==> src/verilog/iopr_defs.svh <==
`ifndef IOPR_DEFS_SVH
`define IOPR_DEFS_SVH

// Register byte offsets
`define IOPR_OFF_DIR 12'h000
`define IOPR_OFF_LATCH 12'h004
`define IOPR_OFF_LEVEL 12'h008
`define IOPR_OFF_ANALOG 12'h00c
`define IOPR_OFF_PERIPH_EN 12'h010
`define IOPR_OFF_MAP_BASE 12'h020

// Reset values
`define IOPR_DIR_RESET 32'hffffffff
`define IOPR_LATCH_RESET 32'h00000000
`define IOPR_ANALOG_RESET 32'h00000000
`define IOPR_MAP_RESET 6'h00

// Output map field layout: two 6-bit selectors per word
`define IOPR_SEL_W 6
`define IOPR_SEL_LO_POS 0
`define IOPR_SEL_HI_POS 8
`define IOPR_SEL_MAX 6'h1b

`endif

==> src/verilog/iopr_pkg.sv <==
package iopr_pkg;

	typedef logic [5:0] iopr_sel_t;

	typedef enum logic [1:0] {
		IOPR_IDLE = 2'b00,
		IOPR_ACCESS = 2'b01
	} iopr_apb_state_t;

endpackage

==> src/verilog/iopr_sync.sv <==
`timescale 1ns/1ps
module iopr_sync #(
	parameter int WIDTH = 32
) (
	// Clock and reset
	input wire logic pclk,
	input wire logic presetn,
	// Data
	input wire logic [WIDTH-1:0] async_in,
	output logic [WIDTH-1:0] sync_out
);
	logic [WIDTH-1:0] stage1;

	always_ff @(posedge pclk or negedge presetn) begin
		if (!presetn) begin
			stage1 <= '0;
			sync_out <= '0;
		end else begin
			stage1 <= async_in;
			sync_out <= stage1;
		end
	end
endmodule

==> src/verilog/iopr_outmap.sv <==
`timescale 1ns/1ps
`include "iopr_defs.svh"
module iopr_outmap #(
	parameter int NUM_SRC = 28
) (
	// Selection
	input wire iopr_pkg::iopr_sel_t sel,
	input wire logic [NUM_SRC-1:0] src_data,
	input wire logic [NUM_SRC-1:0] src_drive,
	// Result
	output logic map_data,
	output logic map_drive
);
	// Null and unassigned codes leave the pin to the fixed peripheral or the port
	wire sel_valid = (sel != 6'h00) && (sel <= `IOPR_SEL_MAX) && (32'(sel) < NUM_SRC);
	assign map_data = sel_valid ? src_data[sel[4:0]] : 1'b0;
	assign map_drive = sel_valid ? src_drive[sel[4:0]] : 1'b0;

	initial begin
		if (NUM_SRC > 32 || NUM_SRC < 1)
			$error("NUM_SRC out of range");
	end
endmodule

==> src/verilog/iopr_port.sv <==
`timescale 1ns/1ps
`include "iopr_defs.svh"
module iopr_port #(
	parameter int NUM_PINS = 16,
	parameter logic [31:0] IMPL_MASK = 32'h0000ffff,
	parameter logic [31:0] REMAP_MASK = 32'h0000ffff,
	parameter int NUM_SRC = 28
) (
	// Clock and reset
	input wire logic pclk,
	input wire logic presetn,
	// APB slave
	input wire logic psel,
	input wire logic penable,
	input wire logic pwrite,
	input wire logic [11:0] paddr,
	input wire logic [31:0] pwdata,
	input wire logic [3:0] pstrb,
	output logic [31:0] prdata,
	output logic pready,
	output logic pslverr,
	// Fixed peripherals sharing pins
	input wire logic [NUM_PINS-1:0] fixed_data,
	input wire logic [NUM_PINS-1:0] fixed_drive,
	// Remappable peripheral outputs, index is selector code
	input wire logic [NUM_SRC-1:0] src_data,
	input wire logic [NUM_SRC-1:0] src_drive,
	// Peripheral inputs and analog selection
	output logic [NUM_PINS-1:0] periph_in,
	output logic [NUM_PINS-1:0] analog_sel,
	// Pads
	input wire logic [NUM_PINS-1:0] pad_in,
	output logic [NUM_PINS-1:0] pad_out,
	output logic [NUM_PINS-1:0] pad_oe
);
	localparam int NUM_MAP = (NUM_PINS + 1) / 2;
	localparam logic [31:0] PIN_MASK = IMPL_MASK & ((NUM_PINS >= 32) ? 32'hffffffff :
		((32'h1 << NUM_PINS) - 32'h1));

	initial begin
		if (NUM_PINS < 1 || NUM_PINS > 32)
			$error("NUM_PINS must be 1 to 32");
		// Selector codes are decoded from five bits, so at most 32 sources exist
		if (NUM_SRC < 1 || NUM_SRC > 32)
			$error("NUM_SRC must be 1 to 32");
	end

	logic [NUM_PINS-1:0] dir;
	logic [NUM_PINS-1:0] latch;
	logic [NUM_PINS-1:0] analog;
	logic [NUM_PINS-1:0] periph_en;
	logic [NUM_PINS-1:0] level;
	iopr_pkg::iopr_sel_t map_sel [NUM_PINS];
	iopr_pkg::iopr_apb_state_t state;
	iopr_pkg::iopr_apb_state_t next_state;

	wire [NUM_PINS-1:0] impl = PIN_MASK[NUM_PINS-1:0];

	// Byte-lane merge of a write into an existing word
	function automatic logic [31:0] merge(input logic [31:0] old, input logic [31:0] wd,
		input logic [3:0] strb);
		logic [31:0] res;
		res = old;
		for (int b = 0; b < 4; b++) begin
			if (strb[b])
				res[b*8 +: 8] = wd[b*8 +: 8];
		end
		return res;
	endfunction

	// APB: one wait-free access phase
	assign pready = 1'b1;
	always_comb begin
		case (state)
			iopr_pkg::IOPR_IDLE: next_state = (psel && !penable) ? iopr_pkg::IOPR_ACCESS
				: iopr_pkg::IOPR_IDLE;
			iopr_pkg::IOPR_ACCESS: next_state = (psel && !penable) ? iopr_pkg::IOPR_ACCESS
				: iopr_pkg::IOPR_IDLE;
			default: next_state = iopr_pkg::IOPR_IDLE;
		endcase
	end

	always_ff @(posedge pclk or negedge presetn) begin
		if (!presetn)
			state <= iopr_pkg::IOPR_IDLE;
		else
			state <= next_state;
	end

	// Only an access phase that followed its own setup cycle counts
	wire access = psel && penable && (state == iopr_pkg::IOPR_ACCESS);
	wire wr = access && pwrite;
	wire hit_dir = (paddr == `IOPR_OFF_DIR);
	wire hit_latch = (paddr == `IOPR_OFF_LATCH);
	wire hit_level = (paddr == `IOPR_OFF_LEVEL);
	wire hit_analog = (paddr == `IOPR_OFF_ANALOG);
	wire hit_pen = (paddr == `IOPR_OFF_PERIPH_EN);
	wire [11:0] map_off = paddr - `IOPR_OFF_MAP_BASE;
	wire hit_map = (paddr >= `IOPR_OFF_MAP_BASE) && (paddr[1:0] == 2'b00)
		&& (32'(map_off[11:2]) < NUM_MAP);
	wire [9:0] map_idx = map_off[11:2];
	wire mapped = hit_dir || hit_latch || hit_level || hit_analog || hit_pen || hit_map;

	wire [31:0] dir_w = 32'(dir);
	wire [31:0] latch_w = 32'(latch);
	wire [31:0] analog_w = 32'(analog);
	wire [31:0] pen_w = 32'(periph_en);
	wire [31:0] level_w = 32'(level);

	// Selector pair of the addressed map register
	logic [31:0] map_word;
	always_comb begin
		map_word = 32'h0;
		for (int i = 0; i < NUM_MAP; i++) begin
			if (map_idx == 10'(i)) begin
				map_word[`IOPR_SEL_LO_POS +: 6] = map_sel[2*i];
				if (2*i + 1 < NUM_PINS)
					map_word[`IOPR_SEL_HI_POS +: 6] = map_sel[2*i + 1];
			end
		end
	end

	wire [31:0] next_dir_w = merge(dir_w, pwdata, pstrb);
	wire [31:0] next_latch_w = merge(latch_w, pwdata, pstrb);
	wire [31:0] next_analog_w = merge(analog_w, pwdata, pstrb);
	wire [31:0] next_pen_w = merge(pen_w, pwdata, pstrb);
	wire [31:0] next_map_w = merge(map_word, pwdata, pstrb);

	always_ff @(posedge pclk or negedge presetn) begin
		if (!presetn) begin
			dir <= NUM_PINS'(`IOPR_DIR_RESET);
			analog <= NUM_PINS'(`IOPR_ANALOG_RESET);
			periph_en <= '0;
		end else if (wr) begin
			if (hit_dir)
				dir <= next_dir_w[NUM_PINS-1:0] | ~impl;
			if (hit_analog)
				analog <= next_analog_w[NUM_PINS-1:0] & impl;
			if (hit_pen)
				periph_en <= next_pen_w[NUM_PINS-1:0] & impl;
		end
	end

	always_ff @(posedge pclk or negedge presetn) begin
		if (!presetn)
			latch <= NUM_PINS'(`IOPR_LATCH_RESET);
		else if (wr && (hit_latch || hit_level))
			latch <= next_latch_w[NUM_PINS-1:0] & impl;
	end

	generate
		for (genvar p = 0; p < NUM_PINS; p++) begin : g_map
			localparam int M = p / 2;
			localparam int POS = (p % 2 == 0) ? `IOPR_SEL_LO_POS : `IOPR_SEL_HI_POS;
			always_ff @(posedge pclk or negedge presetn) begin
				if (!presetn)
					map_sel[p] <= `IOPR_MAP_RESET;
				else if (wr && hit_map && map_idx == 10'(M) && REMAP_MASK[p] && impl[p])
					map_sel[p] <= next_map_w[POS +: 6];
			end
		end
	endgenerate

	// Pin level: pads are asynchronous, two flops first
	logic [NUM_PINS-1:0] pad_sync;
	iopr_sync #(.WIDTH(NUM_PINS)) u_sync (
		.pclk(pclk),
		.presetn(presetn),
		.async_in(pad_in),
		.sync_out(pad_sync)
	);
	assign level = pad_sync & impl & ~analog;

	// Per-pin ownership
	logic [NUM_PINS-1:0] rp_data;
	logic [NUM_PINS-1:0] rp_drive;
	logic [NUM_PINS-1:0] next_pad_out;
	logic [NUM_PINS-1:0] next_pad_oe;
	generate
		for (genvar p = 0; p < NUM_PINS; p++) begin : g_pin
			if (REMAP_MASK[p]) begin : g_rp
				iopr_outmap #(.NUM_SRC(NUM_SRC)) u_map (
					.sel(map_sel[p]),
					.src_data(src_data),
					.src_drive(src_drive),
					.map_data(rp_data[p]),
					.map_drive(rp_drive[p])
				);
			end else begin : g_fixed
				// Fixed-only sharing: fixed peripheral when enabled and driving, else the port pin
				assign rp_data[p] = 1'b0;
				assign rp_drive[p] = 1'b0;
			end
			wire remap_own = rp_drive[p];
			wire fixed_own = periph_en[p] && fixed_drive[p];
			wire port_oe = !dir[p];
			assign next_pad_out[p] = remap_own ? rp_data[p] : fixed_own ? fixed_data[p]
				: latch[p];
			assign next_pad_oe[p] = impl[p] && !analog[p] && (remap_own || fixed_own || port_oe);
		end
	endgenerate

	always_ff @(posedge pclk or negedge presetn) begin
		if (!presetn) begin
			pad_out <= '0;
			pad_oe <= '0;
		end else begin
			pad_out <= next_pad_out;
			pad_oe <= next_pad_oe;
		end
	end

	// Peripherals see only the sampled pad, never the latch, so no loop-through
	assign periph_in = level;
	assign analog_sel = analog;

	wire [31:0] rd_dir = dir_w & PIN_MASK;
	wire [31:0] rd_latch = latch_w & PIN_MASK;
	always_ff @(posedge pclk or negedge presetn) begin
		if (!presetn) begin
			prdata <= 32'h0;
		end else if (psel && !penable && !pwrite) begin
			if (hit_dir)
				prdata <= rd_dir;
			else if (hit_latch)
				prdata <= rd_latch;
			else if (hit_level)
				prdata <= level_w;
			else if (hit_analog)
				prdata <= analog_w;
			else if (hit_pen)
				prdata <= pen_w;
			else if (hit_map)
				prdata <= map_word;
			else
				prdata <= 32'h0;
		end
	end

	assign pslverr = access && !mapped;
endmodule

==> config.mk <==
export PLATFORM = sky130hd
export DESIGN_NAME = iopr_port
export DESIGN_NICKNAME = d
export VERILOG_FILES = /design/src/verilog/iopr_pkg.sv /design/src/verilog/iopr_sync.sv /design/src/verilog/iopr_outmap.sv /design/src/verilog/iopr_port.sv
export VERILOG_INCLUDE_DIRS = /design/src /design/src/verilog
export SDC_FILE = /design/constraint.sdc
export NUM_CORES = 1
export LEC_CHECK = 0
export BUFFER_PORTS_ARGS = -buffer_cell sky130_fd_sc_hd__buf_2
export CAP_MARGIN = 5
export CORE_MARGIN = 2
export CORE_UTILIZATION = 54
export CTS_CLUSTER_SIZE = 16
export DETAILED_ROUTE_END_ITERATION = 6
export PLACE_DENSITY = 0.89
export SYNTH_ARGS = -nofsm -noshare
export SYNTH_HDL_FRONTEND = slang
export SYNTH_HIERARCHICAL = 1
export SYNTH_SLANG_ARGS = --single-unit
==> constraint.sdc <==
create_clock -name pclk -period 1.93 [get_ports pclk]
set_clock_uncertainty 0.15 [all_clocks]
set_input_delay 0.193 -clock pclk [delete_from_list [all_inputs] [get_ports pclk]]
set_output_delay 0.193 -clock pclk [all_outputs]
set_load 0.02 [all_outputs]
==> impl_metrics.yaml, run 1 <==
run_status:
  status: "did not finish"
  haltStage: "global routing"
  error: "[ERROR GRT-0232] Routing congestion too high. Check the congestion heatmap in the GUI."
synthesis:
  yosys_warnings: 6
  synth.area.top_cells: "dfrtp_1, mux4_2, mux4_1"
  synth-simple-area-share_pct: 9.523
  synth_edf_count: 0
  synth_top_flop_cell: "dfrtp_1"
  synth_top_family_by_area: "multiplexers"
  synth_cell_types: 52
  synth-seq-cells: 241
  synth_area_leader_cell: "dfrtp_1"
  synth.area.mux_share_pct: 44.34
  synth_fa_ha_area_share_pct: 0.06558
  syn_avg_cell_area_um2: 12.55
  yosysSeqAreaShare_pct: 31.72
  synth_top_cell_area_share_pct: 29.51
  netlist_instances: 1520
  syn-cell-area_um2: 19080
  synth_compound_area_share_pct: 9.168
  async_reset_ff_share_pct: 100.0
  synth_common_cells: "dfrtp_1, mux2_2, mux4_2"
  synth.most_common_cell: "dfrtp_1"
  synth-xor-area-share_pct: 0.04591
grt:
  overflow: 42
  grt_max_degree: 75
  track_usage_pct: 76.06
placed_design:
  hpwlAfterDp_mm: 52.07
  io_buffer_count: 219
  globalplace.congestion: 0.9896
  placed_cells: 2376
clock_tree:
  htree_levels: 1
  cts_buffer_depth: 3
  cts.sink_count: 241
  cts_buffers: 23
  clockRootBuffer: "clkbuf_16"
die:
  fp.dieW_um: 192.0
  num_rows: 68
  start_util_pct: 55.09
  die-height_um: 192.0
  io_pins: 255
-- cells by family after synthesis --
logic type | after synthesis
compound gates | 267
flops | 241
other cells | 2
simple gates | 332
fa+ha+maj | 1
mux | 488
xor+xnor | 1
buf+inv | 188
-- per-layer routing --
layer,overflow,track usage [%]
met1,0,74.04
met3,1,68.55
met5,0,54.95
met2,22,88.27
met4,19,71.57
-- metrics by stage --
stage | setup TNS (ns) | hold slack (ns) | worst slack, ns | util (%) | cell area (um2)
CTS | -23.22 | 0.02767 | -0.3856 | 75.07 | 25990
detailed placement | -111.43 | -0.02628 | -0.7416 | 65.36 | 22630
global placement | -101.23 | -0.03772 | -0.7084 | 65.36 | 22630
floorplan | -53.48 | -0.2526 | -0.5935 | - | 19130
-- timing repair --
| item | 4_1_cts |
|---|---|
| endpoints found under the setup margin | 185 |
| pin swaps | 47 |
| resized for setup | 279 |
| setup buffers | 58 |
| endpoints found under the hold margin | 340 |
| hold buffers | 74 |
| gates cloned | 6 |
==> run 2, diff against run 1 <==
- CORE_UTILIZATION: 54 -> 40
- CTS_CLUSTER_SIZE: 16 -> not set
- PLACE_DENSITY: 0.89 -> not set
- PLACE_DENSITY_LB_ADDON: not set -> 0.15
- clock period: 1.93 -> 2.5 ns (I/O delays scaled with it)
==> run 2 against run 1 <==
  * Area after synthesis unchanged
  * The flow now finishes without violations
  * Synthesized cell count stayed put
==> impl_metrics.yaml, run 2 <==
power:
  power_density_nw_per_um2: 387.7
  irDropWorstVdd_mv: 0.4422
  leakagePower_uw: 0.009863
final_layout:
  largest_register: "map_sel"
  layout_common_cells: "dfrtp_1, buf_2, mux2_2, buf_4, mux4_2"
  largest_reg_flops: 96
  final_util_pct: 49.92
  final_common_cell: "dfrtp_1"
  syn2layout_area_growth_pct: 24.15
  layout.nets: 2070
  fin_area_um2: 23690
  drive_gt1_share_pct: 44.30
  n_fill_cell: 4259
hold_path:
  holdPathStages: 3
  worst_hold_path.endpoint: "pad_out[0]"
  worstHoldPathType: "in2reg"
  min_from: "fixed_data[0]"
clock_tree:
  cts_tree: "built"
  cts_buffers: 24
  cts_buffer_depth: 3
  clk_latency_ns: 0.54
  cts.clk_slew.worst_paths_ns: 0.06
  clockRootBuffer: "clkbuf_16"
  cts.sink_count: 241
  htree_levels: 1
synthesis:
  synth_top_cell_area_share_pct: 29.51
  netlist_instances: 1520
  syn-cell-area_um2: 19080
  synth.most_common_cell: "dfrtp_1"
  synth.area.top_cells: "dfrtp_1, mux4_2, mux4_1"
  synth_edf_count: 0
  synth_cell_types: 52
  synth_top_flop_cell: "dfrtp_1"
  yosys_warnings: 6
  syn_avg_cell_area_um2: 12.55
  synth_common_cells: "dfrtp_1, mux2_2, mux4_2"
  async_reset_ff_share_pct: 100.0
  synth_area_leader_cell: "dfrtp_1"
  yosysSeqAreaShare_pct: 31.72
  synth-seq-cells: 241
grt:
  grt_pass1_vias: 16470
  grt_pass1_wl_mm: 109.2
  track_usage_pct: 29.62
  grt_max_degree: 86
  antenna_found_initial: 8
  overflow: 0
sta:
  rsz0062_at_grt: "no"
  fmax_mhz: 403.8
  drv_slew: 0
  final-setup-viol-count: 0
  timing.final.crit_period_ns: 2.477
  worst_pin_slew_ns: 0.9407
  finalCritPeriodShare_pct: 99.07
  hold_viol_final: 0
  fin_ws_ns: 0.02323
  maxSlewHeadroom_pct: 37.16
critical_path:
  crit-reg2reg-launch: "map_sel[55]"
  path_max_fanout: 8
  crit_path_start_kind: "flip-flop"
  r2r_cells: 6
  r2r_setup_slack_ns: 0.02
  worstSetupPathType: "reg2reg"
  crit_required_ns: 2.73
  worstReg2RegEnd: "pad_out[6]"
  endpoint_kind: "flip-flop"
  arrival_ns: 2.71
die:
  dieArea_um2: 49460
  io_pins: 255
  core_area_um2: 47450
  fp.dieW_um: 222.4
  start_util_pct: 40.21
  die-height_um: 222.4
  num_rows: 80
drt:
  ant_nets: 0
  dr.pass1.iters: 6
  vias: 16480
  wl_per_cell_um: 29.05
  totalWireLength_mm: 74.16
  via_per_inst: 6.456
  initialDrtViolationCount: 1675
  route.detailed.drc: 0
flow_run:
  max-cap-violations: 0
placed_design:
  pre_cts_slack_ns: -0.2252
  placed_area_um2: 22060
  io_buffer_count: 219
  globalplace.congestion: 0.9086
  hpwlAfterDp_mm: 53.41
run_status:
  status: "completed"
run 2: cell counts after synthesis:
Identical to the previous run, type by type.
run 2: power breakdown:
part	leakage (uW)	switching [uW]	internal (uW)
Sequential	0.00313	17.8	3950
Clock	0.000416	1580	2210
Combinational	0.00632	836	596
Total	0.00986	2440	6750
run 2: kinds of logic (layout without fill, tap and decap cells):
| logic type | Yosys count | count (layout) | share of synthesized area (%) |
|---|---|---|---|
| AO/OA/AOI/OAI | 267 | 267 | 9.168 |
| multiplexers | 488 | 488 | 44.34 |
| other | 2 | 25 | 0.03936 |
| adder cells (fa/ha/maj) | 1 | 1 | 0.06557 |
| buffers and inverters | 188 | 583 | 5.102 |
| AND/OR/NAND/NOR | 332 | 332 | 9.522 |
| XOR/XNOR | 1 | 1 | 0.04592 |
| flip-flops | 241 | 241 | 31.72 |
run 2: worst max-delay path: stages, from the launching register on:
cell and delay [ns]:
dfrtp_2 0.39, buf_12 0.15, mux4_1 0.58, mux4_2 0.55, a32o_1 0.27, nand2_1 0.13, o21ai_0 0.11
run 2: area by class of cell:
class,instances,area [um2],share of cell area [%]
antenna,8,20.02,0.08452
multi-input combinational,1106,12140,51.24
clock inverter,12,112.6,0.4754
sequential,241,6058,25.58
inverter,52,195.2,0.8240
timing repair buffer,487,3682,15.55
tap,615,769.5,3.249
clock buffer,32,711.9,3.006
run 2: through the flow:
step | std cells | hold WS (ns) | TNS, ns | total power, uW
floorplan | 1535 | -0.1956 | -0.7963 | 4619
global placement | 2426 | 0.1698 | -12.78 | 5333
detailed placement | 2426 | 0.1769 | -13.52 | 5354
CTS | 2536 | 0.008508 | 0 | 9203
global route | 2553 | 0.05035 | 0 | 9474
finish | 2553 | 0.04036 | 0 | 9184
run 2: worst max path at each step:
stage | from | to
after floorplan | paddr[10] | map_sel[60]
after global placement | paddr[10] | map_sel[71]
after detailed placement | paddr[10] | map_sel[62]
after CTS | map_sel[91] | pad_out[0]
after global routing | map_sel[79] | pad_out[2]
final | map_sel[55] | pad_out[6]
run 2: timing repair:
item                                    4_1_cts  5_1_grt
endpoints found under the setup margin        3       21
buffers inserted                              0        7
resized for setup                             2       11
cloned                                        0        1
hold buffers                                 66        1
hold endpoints to repair                    186        1
run 2: per-layer routing:
| metal | track usage, % | up-vias | share of wire [%] |
|---|---|---|---|
| met1 | 40.44 | 8485 | 39 |
| met2 | 48.35 | 886 | 48 |
| met3 | 2.962 | 195 | 7.2 |
| met4 | 12.88 | 0 | 5.4 |
| met5 | 0 | - | 0 |
| li1 | - | 6915 | - |
Power figures use the tool's default switching activity.
